**config.mk**
```make
export PLATFORM = sky130hd
export DESIGN_NAME = cud_dma_config
export DESIGN_NICKNAME = d
export VERILOG_FILES = /design/src/hdl/cud_pkg.sv /design/src/hdl/cud_chan_regs.sv /design/src/hdl/cud_dma_config.sv
export SDC_FILE = /design/constraint.sdc
export NUM_CORES = 1
export LEC_CHECK = 0
export BUFFER_PORTS_ARGS = -buffer_cell sky130_fd_sc_hd__buf_4
export CORE_MARGIN = 3
export CORE_UTILIZATION = 30
export CTS_BUF_LIST = sky130_fd_sc_hd__clkbuf_2
export CTS_CLUSTER_DIAMETER = 200
export DETAILED_ROUTE_END_ITERATION = 8
export GPL_TIMING_DRIVEN = 0
export PLACE_DENSITY = 0.42
export SETUP_SLACK_MARGIN = 0.2
export SYNTH_ARGS = -nofsm -noshare
export SYNTH_HDL_FRONTEND = slang
export SYNTH_SLANG_ARGS = --single-unit
```
**constraint.sdc**
```tcl
create_clock -name i_sys_clk -period 5.2 [get_ports i_sys_clk]
set_clock_uncertainty 0.1 [all_clocks]
set_input_delay 0.52 -clock i_sys_clk [delete_from_list [all_inputs] [get_ports i_sys_clk]]
set_output_delay 0.52 -clock i_sys_clk [all_outputs]
set_load 0.05 [all_outputs]
```
**src/hdl/cud_pkg.sv**
```systemverilog
package cud_pkg;

  // ********************************
  // Geometry
  // ********************************
  localparam int unsigned NUM_CHANNELS = 4;
  localparam int unsigned REGS_PER_CHANNEL = 3;
  localparam int unsigned ADDR_W = 16;
  localparam int unsigned DATA_W = 8;
  localparam int unsigned MASK_W = 14;
  localparam int unsigned SLOT_W = 4;

  // ********************************
  // Register map
  // ********************************
  // Channel n control sits at CTL_BASE + 3*n, high slot byte one above, low slot byte two above
  localparam logic [15:0] CTL_BASE = 16'hFFEE;
  localparam logic [15:0] OFS_CTL = 16'h0000;
  localparam logic [15:0] OFS_TSH = 16'h0001;
  localparam logic [15:0] OFS_SLOT_LO = 16'h0002;
  localparam logic [15:0] SLOT_MAP_HIGH_CH2 = 16'hFFF5;
  localparam logic [15:0] SLOT_MAP_LOW_CH2 = 16'hFFF6;
  localparam logic [15:0] CHANNEL_CONTROL_CH3 = 16'hFFF7;

  // ********************************
  // Control register fields
  // ********************************
  localparam int unsigned CTL_ENABLE_BIT = 7;
  localparam int unsigned CTL_WRAP_BIT = 6;
  localparam int unsigned CTL_DIR_BIT = 3;
  localparam int unsigned CTL_EP_LSB = 0;
  localparam int unsigned CTL_EP_W = 3;
  localparam logic [7:0] CTL_WRITE_MASK = 8'hCF;

  // ********************************
  // High slot byte fields
  // ********************************
  localparam int unsigned TSH_BPS_LSB = 6;
  localparam int unsigned TSH_MASK_W = 6;

  // ********************************
  // Reset values
  // ********************************
  localparam logic [7:0] CTL_RESET = 8'h00;
  localparam logic [7:0] TSH_RESET = 8'h00;
  localparam logic [7:0] SLOT_LO_RESET = 8'h00;
  localparam logic [7:0] UNMAPPED_READ = 8'h00;

  // ********************************
  // Register select codes
  // ********************************
  typedef enum logic [1:0] {
    CUD_SEL_NONE,
    CUD_SEL_CTL,
    CUD_SEL_TSH,
    CUD_SEL_SLOT_LO
  } cud_sel_t;

endpackage

```
**src/hdl/cud_chan_regs.sv**
```systemverilog
`timescale 1ns/100ps
`default_nettype none

// One channel's three configuration bytes
module cud_chan_regs (
  // Clock and reset
  input wire logic i_sys_clk,
  input wire logic i_rst_n,
  input wire logic i_clk_en,
  // Write port
  input wire logic i_wr,
  input wire cud_pkg::cud_sel_t i_sel,
  input wire logic [7:0] i_wdata,
  // Stored values
  output logic [7:0] o_ctl,
  output logic [7:0] o_tsh,
  output logic [7:0] o_slot_lo
);
  import cud_pkg::*;

  // ********************************
  // State
  // ********************************
  typedef struct packed {
    logic [7:0] ctl; // Control byte, reserved bits kept zero
    logic [7:0] tsh; // Bytes per slot and upper mask bits
    logic [7:0] slot_lo; // Lower mask bits
  } cud_chan_t;

  cud_chan_t st_reg;
  cud_chan_t st_next;

  // Next-state: each channel owns its own copy, so no setting leaks across channels
  always_comb begin
    st_next = st_reg;
    if (i_wr) begin
      case (i_sel)
        // Reserved bits 5:4 are dropped so they always read zero
        CUD_SEL_CTL: st_next.ctl = i_wdata & CTL_WRITE_MASK; // [RL15] [RL5]
        CUD_SEL_TSH: st_next.tsh = i_wdata; // [RL10] [RL14]
        CUD_SEL_SLOT_LO: st_next.slot_lo = i_wdata; // [RL10]
        default: st_next = st_reg;
      endcase
    end
  end

  // Register stage, frozen while the clock enable is low
  always_ff @(posedge i_sys_clk or negedge i_rst_n) begin
    if (!i_rst_n) begin
      st_reg <= '{ctl: CTL_RESET, tsh: TSH_RESET, slot_lo: SLOT_LO_RESET};
    end else if (i_clk_en) begin
      st_reg <= st_next;
    end
  end

  assign o_ctl = st_reg.ctl;
  assign o_tsh = st_reg.tsh;
  assign o_slot_lo = st_reg.slot_lo;

endmodule

`default_nettype wire

```
**src/hdl/cud_dma_config.sv**
```systemverilog
// Overview of operation
// [RL1] Channel active only while enable bit set
// [RL2] Software configures fields before enabling channel
// [RL3] Control bit 6 turns wrap-around on
// [RL4] Wrap-around only for isochronous DMA endpoints
// [RL5] Wrap-around setting held separately per channel
// [RL6] Channel and buffer manager both see wrap
// [RL7] Bit 3 picks in or out direction
// [RL8] Bits 2:0 pick endpoint one to seven
// [RL9] Software never assigns endpoint zero
// [RL10] Fourteen-bit slot mask over two bytes
// [RL11] Transfers only in slots with mask set
// [RL12] Transfer direction follows endpoint direction bit
// [RL13] Software writes slot mask before enabling
// [RL14] High byte bits 7:6 give bytes per slot
// [RL15] Control bits 5:4 read as zero
// [RL16] Four channels, three byte registers each
// [RL17] Disabled channel issues no transfer requests
`timescale 1ns/100ps
`default_nettype none

module cud_dma_config (
  // Clock, reset and enable
  input wire logic i_sys_clk,
  input wire logic i_arst_n,
  input wire logic i_clk_en,
  // Microcontroller byte register port
  input wire logic [cud_pkg::ADDR_W-1:0] i_mcu_addr,
  input wire logic i_mcu_wr,
  input wire logic i_mcu_rd,
  input wire logic [cud_pkg::DATA_W-1:0] i_mcu_wdata,
  output logic [cud_pkg::DATA_W-1:0] o_mcu_rdata,
  output logic o_mcu_rvalid,
  // Codec port slot timing
  input wire logic i_slot_strobe,
  input wire logic [cud_pkg::SLOT_W-1:0] i_slot_num,
  // Transfer request to buffer manager and codec port
  output logic o_xfer_req,
  output logic [1:0] o_xfer_chan,
  output logic o_xfer_to_usb,
  output logic [2:0] o_xfer_endpoint,
  output logic [2:0] o_xfer_bytes,
  output logic o_xfer_wrap,
  // Per-channel configuration seen by the buffer manager
  output logic [cud_pkg::NUM_CHANNELS-1:0] o_channel_enable,
  output logic [cud_pkg::NUM_CHANNELS-1:0] o_wrap_buffer_enable,
  output logic [cud_pkg::NUM_CHANNELS-1:0] o_endpoint_direction
);
  import cud_pkg::*;

  // ********************************
  // Reset release
  // ********************************
  typedef struct packed {
    logic s1; // First stage, read only by the second
    logic s2; // Released reset used by everything else
  } cud_rsync_t;

  cud_rsync_t rs_reg;
  // Released reset; the second stage hides any metastability of the first
  logic rst_n;

  // Async assert, two-stage synchronous release
  always_ff @(posedge i_sys_clk or negedge i_arst_n) begin
    if (!i_arst_n) begin
      rs_reg <= '0;
    end else begin
      rs_reg <= '{s1: 1'b1, s2: rs_reg.s1};
    end
  end
  assign rst_n = rs_reg.s2;

  // ********************************
  // Address decode
  // ********************************
  typedef struct packed {
    logic hit;
    logic [1:0] chan;
    cud_sel_t sel;
  } cud_dec_t;

  // Used by both the write and read paths
  function automatic cud_dec_t decode(input logic [15:0] addr);
    cud_dec_t d;
    logic [15:0] base;
    d = '{hit: 1'b0, chan: 2'd0, sel: CUD_SEL_NONE};
    for (int c = 0; c < NUM_CHANNELS; c++) begin
      base = 16'(CTL_BASE + 16'(REGS_PER_CHANNEL * c)); // [RL16]
      if (addr == 16'(base + OFS_CTL)) begin
        d = '{hit: 1'b1, chan: 2'(c), sel: CUD_SEL_CTL};
      end else if (addr == 16'(base + OFS_TSH)) begin
        d = '{hit: 1'b1, chan: 2'(c), sel: CUD_SEL_TSH};
      end else if (addr == 16'(base + OFS_SLOT_LO)) begin
        d = '{hit: 1'b1, chan: 2'(c), sel: CUD_SEL_SLOT_LO};
      end
    end
    return d;
  endfunction

  // Decoded address, shared by the write enables and the read mux
  cud_dec_t dec;
  assign dec = decode(i_mcu_addr);

  // ********************************
  // Channel register sets
  // ********************************
  // Stored bytes, indexed by channel number
  logic [7:0] ctl [NUM_CHANNELS];
  logic [7:0] tsh [NUM_CHANNELS];
  logic [7:0] slot_lo [NUM_CHANNELS];

  // One register set per channel, so no write can reach a neighbour
  for (genvar g = 0; g < NUM_CHANNELS; g++) begin : g_chan
    cud_chan_regs u_regs (
      .i_sys_clk(i_sys_clk),
      .i_rst_n(rst_n),
      .i_clk_en(i_clk_en),
      .i_wr(i_mcu_wr && dec.hit && (dec.chan == 2'(g))),
      .i_sel(dec.sel),
      .i_wdata(i_mcu_wdata),
      .o_ctl(ctl[g]),
      .o_tsh(tsh[g]),
      .o_slot_lo(slot_lo[g])
    );
  end

  // ********************************
  // Top-level state
  // ********************************
  typedef struct packed {
    logic [7:0] rdata;
    logic rvalid;
    logic req;
    logic [1:0] chan;
    logic to_usb;
    logic [2:0] ep;
    logic [2:0] bytes;
    logic wrap;
    logic [NUM_CHANNELS-1:0] en;
    logic [NUM_CHANNELS-1:0] wrapen;
    logic [NUM_CHANNELS-1:0] dir;
  } cud_top_t;

  // Registered state; every top-level output is one field of it
  cud_top_t st_reg;
  cud_top_t st_next;

  // Next-state for read answer, slot requests and mirrored config
  always_comb begin
    logic [MASK_W-1:0] mask;
    logic found;
    mask = '0;
    found = 1'b0;
    st_next = st_reg;
    st_next.req = 1'b0;
    st_next.rvalid = 1'b0;

    // Read answer one cycle after the strobe; unmapped reads give zero
    if (i_mcu_rd) begin
      st_next.rvalid = 1'b1;
      st_next.rdata = UNMAPPED_READ;
      if (dec.hit) begin
        case (dec.sel)
          CUD_SEL_CTL: st_next.rdata = ctl[dec.chan]; // [RL15]
          CUD_SEL_TSH: st_next.rdata = tsh[dec.chan];
          CUD_SEL_SLOT_LO: st_next.rdata = slot_lo[dec.chan];
          default: st_next.rdata = UNMAPPED_READ;
        endcase
      end
    end

    // Config mirrors for the buffer manager
    for (int c = 0; c < NUM_CHANNELS; c++) begin
      st_next.en[c] = ctl[c][CTL_ENABLE_BIT]; // [RL1]
      st_next.wrapen[c] = ctl[c][CTL_WRAP_BIT]; // [RL3] [RL5] [RL6]
      st_next.dir[c] = ctl[c][CTL_DIR_BIT]; // [RL7]
    end

    // Slot service: lowest-numbered enabled channel claiming the slot wins.
    // Overlapping masks are a software fault; the priority only keeps it defined.
    if (i_slot_strobe && (32'(i_slot_num) < MASK_W)) begin
      for (int c = 0; c < NUM_CHANNELS; c++) begin
        mask = {tsh[c][TSH_MASK_W-1:0], slot_lo[c]}; // [RL10]
        if (!found && ctl[c][CTL_ENABLE_BIT] && mask[i_slot_num]) begin // [RL11] [RL17] [RL1]
          found = 1'b1;
          st_next.req = 1'b1;
          st_next.chan = 2'(c);
          st_next.to_usb = ctl[c][CTL_DIR_BIT]; // [RL12] [RL7]
          st_next.ep = ctl[c][CTL_EP_LSB +: CTL_EP_W]; // [RL8]
          st_next.bytes = 3'({1'b0, tsh[c][TSH_BPS_LSB +: 2]} + 3'd1); // [RL14]
          st_next.wrap = ctl[c][CTL_WRAP_BIT]; // [RL6]
        end
      end
    end
  end

  // Register stage
  always_ff @(posedge i_sys_clk or negedge rst_n) begin
    if (!rst_n) begin
      st_reg <= '0;
    end else if (i_clk_en) begin
      st_reg <= st_next;
    end
  end

  // ********************************
  // Outputs, all straight from flops
  // ********************************
  assign o_mcu_rdata = st_reg.rdata;
  assign o_mcu_rvalid = st_reg.rvalid;
  assign o_xfer_req = st_reg.req;
  assign o_xfer_chan = st_reg.chan;
  assign o_xfer_to_usb = st_reg.to_usb;
  assign o_xfer_endpoint = st_reg.ep;
  assign o_xfer_bytes = st_reg.bytes;
  assign o_xfer_wrap = st_reg.wrap;
  assign o_channel_enable = st_reg.en;
  assign o_wrap_buffer_enable = st_reg.wrapen;
  assign o_endpoint_direction = st_reg.dir;

endmodule

`default_nettype wire

```
==> results by group <==
Synth
  – Ys flop type: sky130_fd_sc_hd__dfrtp_1
  – Post-Synthesis Cell Area: about 6400 um^2
  – Number of enable flip-flop cells after synthesis: 0
  – Post-Syn Area per Cell: 12.0 um^2
  – Async SR Flop Fraction: 1.00
  – Number of warnings printed during yosys synthesis: 0
  – Synth area leader: sky130_fd_sc_hd__dfrtp_1
  – Register bit count reported by yosys: about 120
  – Post-synthesis net count: ~570
  – Instance count of the mapped netlist: roughly 530
  – Synth area leaders: sky130_fd_sc_hd__dfrtp_1, sky130_fd_sc_hd__mux2_2, sky130_fd_sc_hd__a22o_1
  – Count leader, synth: sky130_fd_sc_hd__dfrtp_1
  – Register area share after synthesis: 0.476
  – Commonest cells post-synth: sky130_fd_sc_hd__dfrtp_1, sky130_fd_sc_hd__mux2_2, sky130_fd_sc_hd__a22o_1, sky130_fd_sc_hd__o21ai_0, sky130_fd_sc_hd__inv_1
  – Share of the synthesized area in the top cell type: 0.476
  – Yosys cell types: 64

Floorplanning
  – Count of standard-cell rows: 52
  – Die Y-Extent: roughly 150 um
  – Number of ports placed on the die boundary: 66
  – Die footprint: 23200 um^2
  – Standard cell core area: between 20000 and 25000 um^2
  – DIE WIDTH: between 150 and 200 um
  – Starting utilization of the core area: 0.311

Placed design
  – Placement-stage cell area: roughly 7300 um^2
  – Detailed placement HPWL: 14200 um
  – Place WS: between 2000 and 2500 ps
  – GPL Wtd Cong: around 0.83
  – Number of buffers inserted by port buffering: between 60 and 70

Timing
  – Peak clock frequency supported by timing: between 0.4 and 0.5 GHz
  – Worst relative slew slack: 0.519
  – Worst setup margin: 2820 ps
  – Share of the clock period used by the worst path after layout: 0.457
  – Time the final worst path needs with I/O delays and setup: around 2400 ps
  – Count of final max-slew check failures: 0
  – Number of failing hold endpoints at the final stage: 0
  – Actual slew at the worst max-slew pin: about 700 ps
  – Setup repair after global routing missed its margin: false
  – # setup viols final: 0

Detailed routing
  – Antenna violation net count after detailed routing: 0
  – DRT iter0 DRCs: 336
  – Avg WL per Cell: between 20 and 25 um
  – DR vias: between 4000 and 5000
  – Via density per instance: 5.28
  – Wire length reported by the detailed router: 19600 um
  – Detailed Routing Iterations Pass 1: 4
  – Remaining routing DRC violations: 0

Min path
  – Min-Delay Path Depth: 2
  – Terminating pin of the worst hold path: o_endpoint_direction[3]$_DFFE_PN0P_
  – Hold Crit Class: in -> reg
  – Start point of the worst min-delay path: i_clk_en

Pwr
  – Total Power: roughly 1.8 mW
  – Cell area power density: approximately 240 nW/um^2
  – Max VDD drop: roughly 120 uV
  – Leakage power figure: roughly 3.6 nW

CTS
  – Count of hold-fix buffers inserted at cts: 10
  – Clock buffer count from CTS: 17
  – Clock net sink count: about 120
  – CTS clk-pin slew, worst paths: approximately 220 ps
  – # Post-CTS Setup Buffers: 0
  – CTS Buffer Depth: 2
  – H-tree level count: 4
  – Insertion delay of the later-clocked pin in the worst-skew pair: roughly 720 ps
  – Root buffer selected by CTS: sky130_fd_sc_hd__clkbuf_2
  – CTS tree: done
  – Count of cells resized by post-cts repair: 0

Global routing
  – Wire length of the first global-routing pass: 29900 um
  – Total global routing overflow: 0
  – Pin count of the biggest net entering global routing: 70
  – Antenna violations before repair: 1
  – Global-route usage over all layers: 0.167
  – Via count of the first global-routing pass: around 4900

Layout
  – Relative area change from synthesis to final layout: 19.4%
  – Number of filler cells placed in the layout: 2049
  – Share of final-layout standard cells stronger than drive strength 1: 0.406
  – Summed area of non-filler cells in the final layout: between 7000 and 8000 um^2
  – Total Nets Final: ~670
  – Area used by sequential logic in the layout: 3060 um^2
  – Footprint of the multi-input gates: about 3100 um^2

Setup path
  – Worst setup EP type: register
  – R2R cell count: 7
  – Worst R2R End: o_xfer_to_usb$_DFFE_PN0P_
  – Launch point of the worst reg-to-reg path: g_chan[1].u_regs.o_slot_lo[7]$_DFFE_PN0P_
  – Data required time at the worst endpoint: between 5000 and 6000 ps
  – Type of element launching the critical path: register
  – Register-to-register setup slack: 2820 ps
  – Worst setup path class: reg -> reg
  – Largest driver fanout on the critical path: 10
  – Crit path DAT: 2900 ps

Flow run
  – Max capacitance violation total: 0

Outcome
  – Status: completed
## worst max-delay path, stage by stage, from the launching register on
cell and delay, ps:
sky130_fd_sc_hd__dfrtp_1 470, sky130_fd_sc_hd__mux4_2 490, sky130_fd_sc_hd__o22a_1 240, sky130_fd_sc_hd__o211ai_1 190
sky130_fd_sc_hd__buf_4 260, sky130_fd_sc_hd__a41oi_2 300, sky130_fd_sc_hd__nor2_1 180, sky130_fd_sc_hd__a21oi_1 70
## final cells by class
| class | instances | area share |
|---|---|---|
| multi-input combinational | 354 | 0.401 |
| buffer | 36 | 0.0281 |
| antenna | 1 | 0.000327 |
| tap | 270 | 0.0441 |
| timing repair buffer | 74 | 0.0784 |
| sequential | 122 | 0.399 |
| clock buffer | 17 | 0.0111 |
| clock inverter | 15 | 0.0278 |
| inverter | 22 | 0.0108 |
## metrics by stage
stage                     instances  hold WS (ps)   util  TNS, ps
after floorplan                 534           124      -        0
after global placement          867           203  0.351    -3110
after detailed placement        868           204  0.352        0
after CTS                       910          67.2  0.371        0
after global routing            911          55.0  0.372        0
final                           911           111  0.372        0
## cells in the final DEF (no fill, tap or decap), types with 7 or more instances in the layout
master | netlist | layout
sky130_fd_sc_hd__dfrtp_1 | 122 | 121
sky130_fd_sc_hd__o21ai_0 | 28 | 28
sky130_fd_sc_hd__nor3b_1 | 8 | 8
sky130_fd_sc_hd__a22o_1 | 28 | 28
sky130_fd_sc_hd__dlygate4sd3_1 | 0 | 10
sky130_fd_sc_hd__o22ai_1 | 10 | 10
sky130_fd_sc_hd__mux2i_1 | 10 | 10
sky130_fd_sc_hd__buf_2 | 16 | 16
sky130_fd_sc_hd__nand4_1 | 7 | 7
sky130_fd_sc_hd__o21ai_1 | 9 | 9
sky130_fd_sc_hd__inv_1 | 22 | 22
sky130_fd_sc_hd__a22oi_1 | 16 | 16
sky130_fd_sc_hd__mux4_2 | 9 | 9
sky130_fd_sc_hd__clkbuf_2 | 0 | 17
sky130_fd_sc_hd__nor2_1 | 13 | 13
sky130_fd_sc_hd__nand2b_1 | 10 | 10
sky130_fd_sc_hd__nand2_1 | 15 | 15
sky130_fd_sc_hd__a21oi_1 | 14 | 14
sky130_fd_sc_hd__mux2_2 | 98 | 98
sky130_fd_sc_hd__clkbuf_1 | 7 | 7
sky130_fd_sc_hd__buf_4 | 8 | 71
## routing by layer
layer | up-vias | global-route usage | share of wire
li1 | 2189 | - | -
met1 | 2474 | 0.230 | 0.46
met2 | 120 | 0.256 | 0.47
met3 | 25 | 0.0381 | 0.051
met4 | 0 | 0.0629 | 0.023
met5 | - | 0 | 0
## power by group
part	switching, mW	internal [mW]
sequential	0.00860	0.952
clock	0.416	0.326
combinational	0.0656	0.0449
## cell families (layout without fill, tap and decap cells)
logic type	count (synthesis)	count (layout)	share of synthesized area
AO/OA/AOI/OAI	134	134	0.149
XOR/XNOR	1	1	0.00136
adder cells (fa/ha/maj)	4	4	0.00780
buffers and inverters	58	164	0.0464
flip-flops	122	122	0.476
multiplexers	119	119	0.223
other	1	2	0.000584
AND/OR/NAND/NOR	95	95	0.0963
## worst max-delay path by stage
stage | start | end | slack (ps) | cells after the start
after CTS | g_chan[1].u_regs.o_slot_lo[7]$_DFFE_PN0P_ | o_xfer_to_usb$_DFFE_PN0P_ | 2830 | 7
after detailed placement | i_mcu_addr[13] | o_mcu_rdata[1]$_DFFE_PN0P_ | 2200 | 8
after global placement | rst_n$_DFF_PN0_ | g_chan[2].u_regs.o_tsh[0]$_DFFE_PN0P_ | -40 | 0
after global routing | g_chan[1].u_regs.o_slot_lo[7]$_DFFE_PN0P_ | o_xfer_endpoint[0]$_DFFE_PN0P_ | 2670 | 7
final | g_chan[1].u_regs.o_slot_lo[7]$_DFFE_PN0P_ | o_xfer_to_usb$_DFFE_PN0P_ | 2820 | 7
after floorplan | rst_n$_DFF_PN0_ | g_chan[0].u_regs.o_ctl[0]$_DFFE_PN0P_ | 1450 | 0
Note: power is estimated with default switching activity, not from simulation.
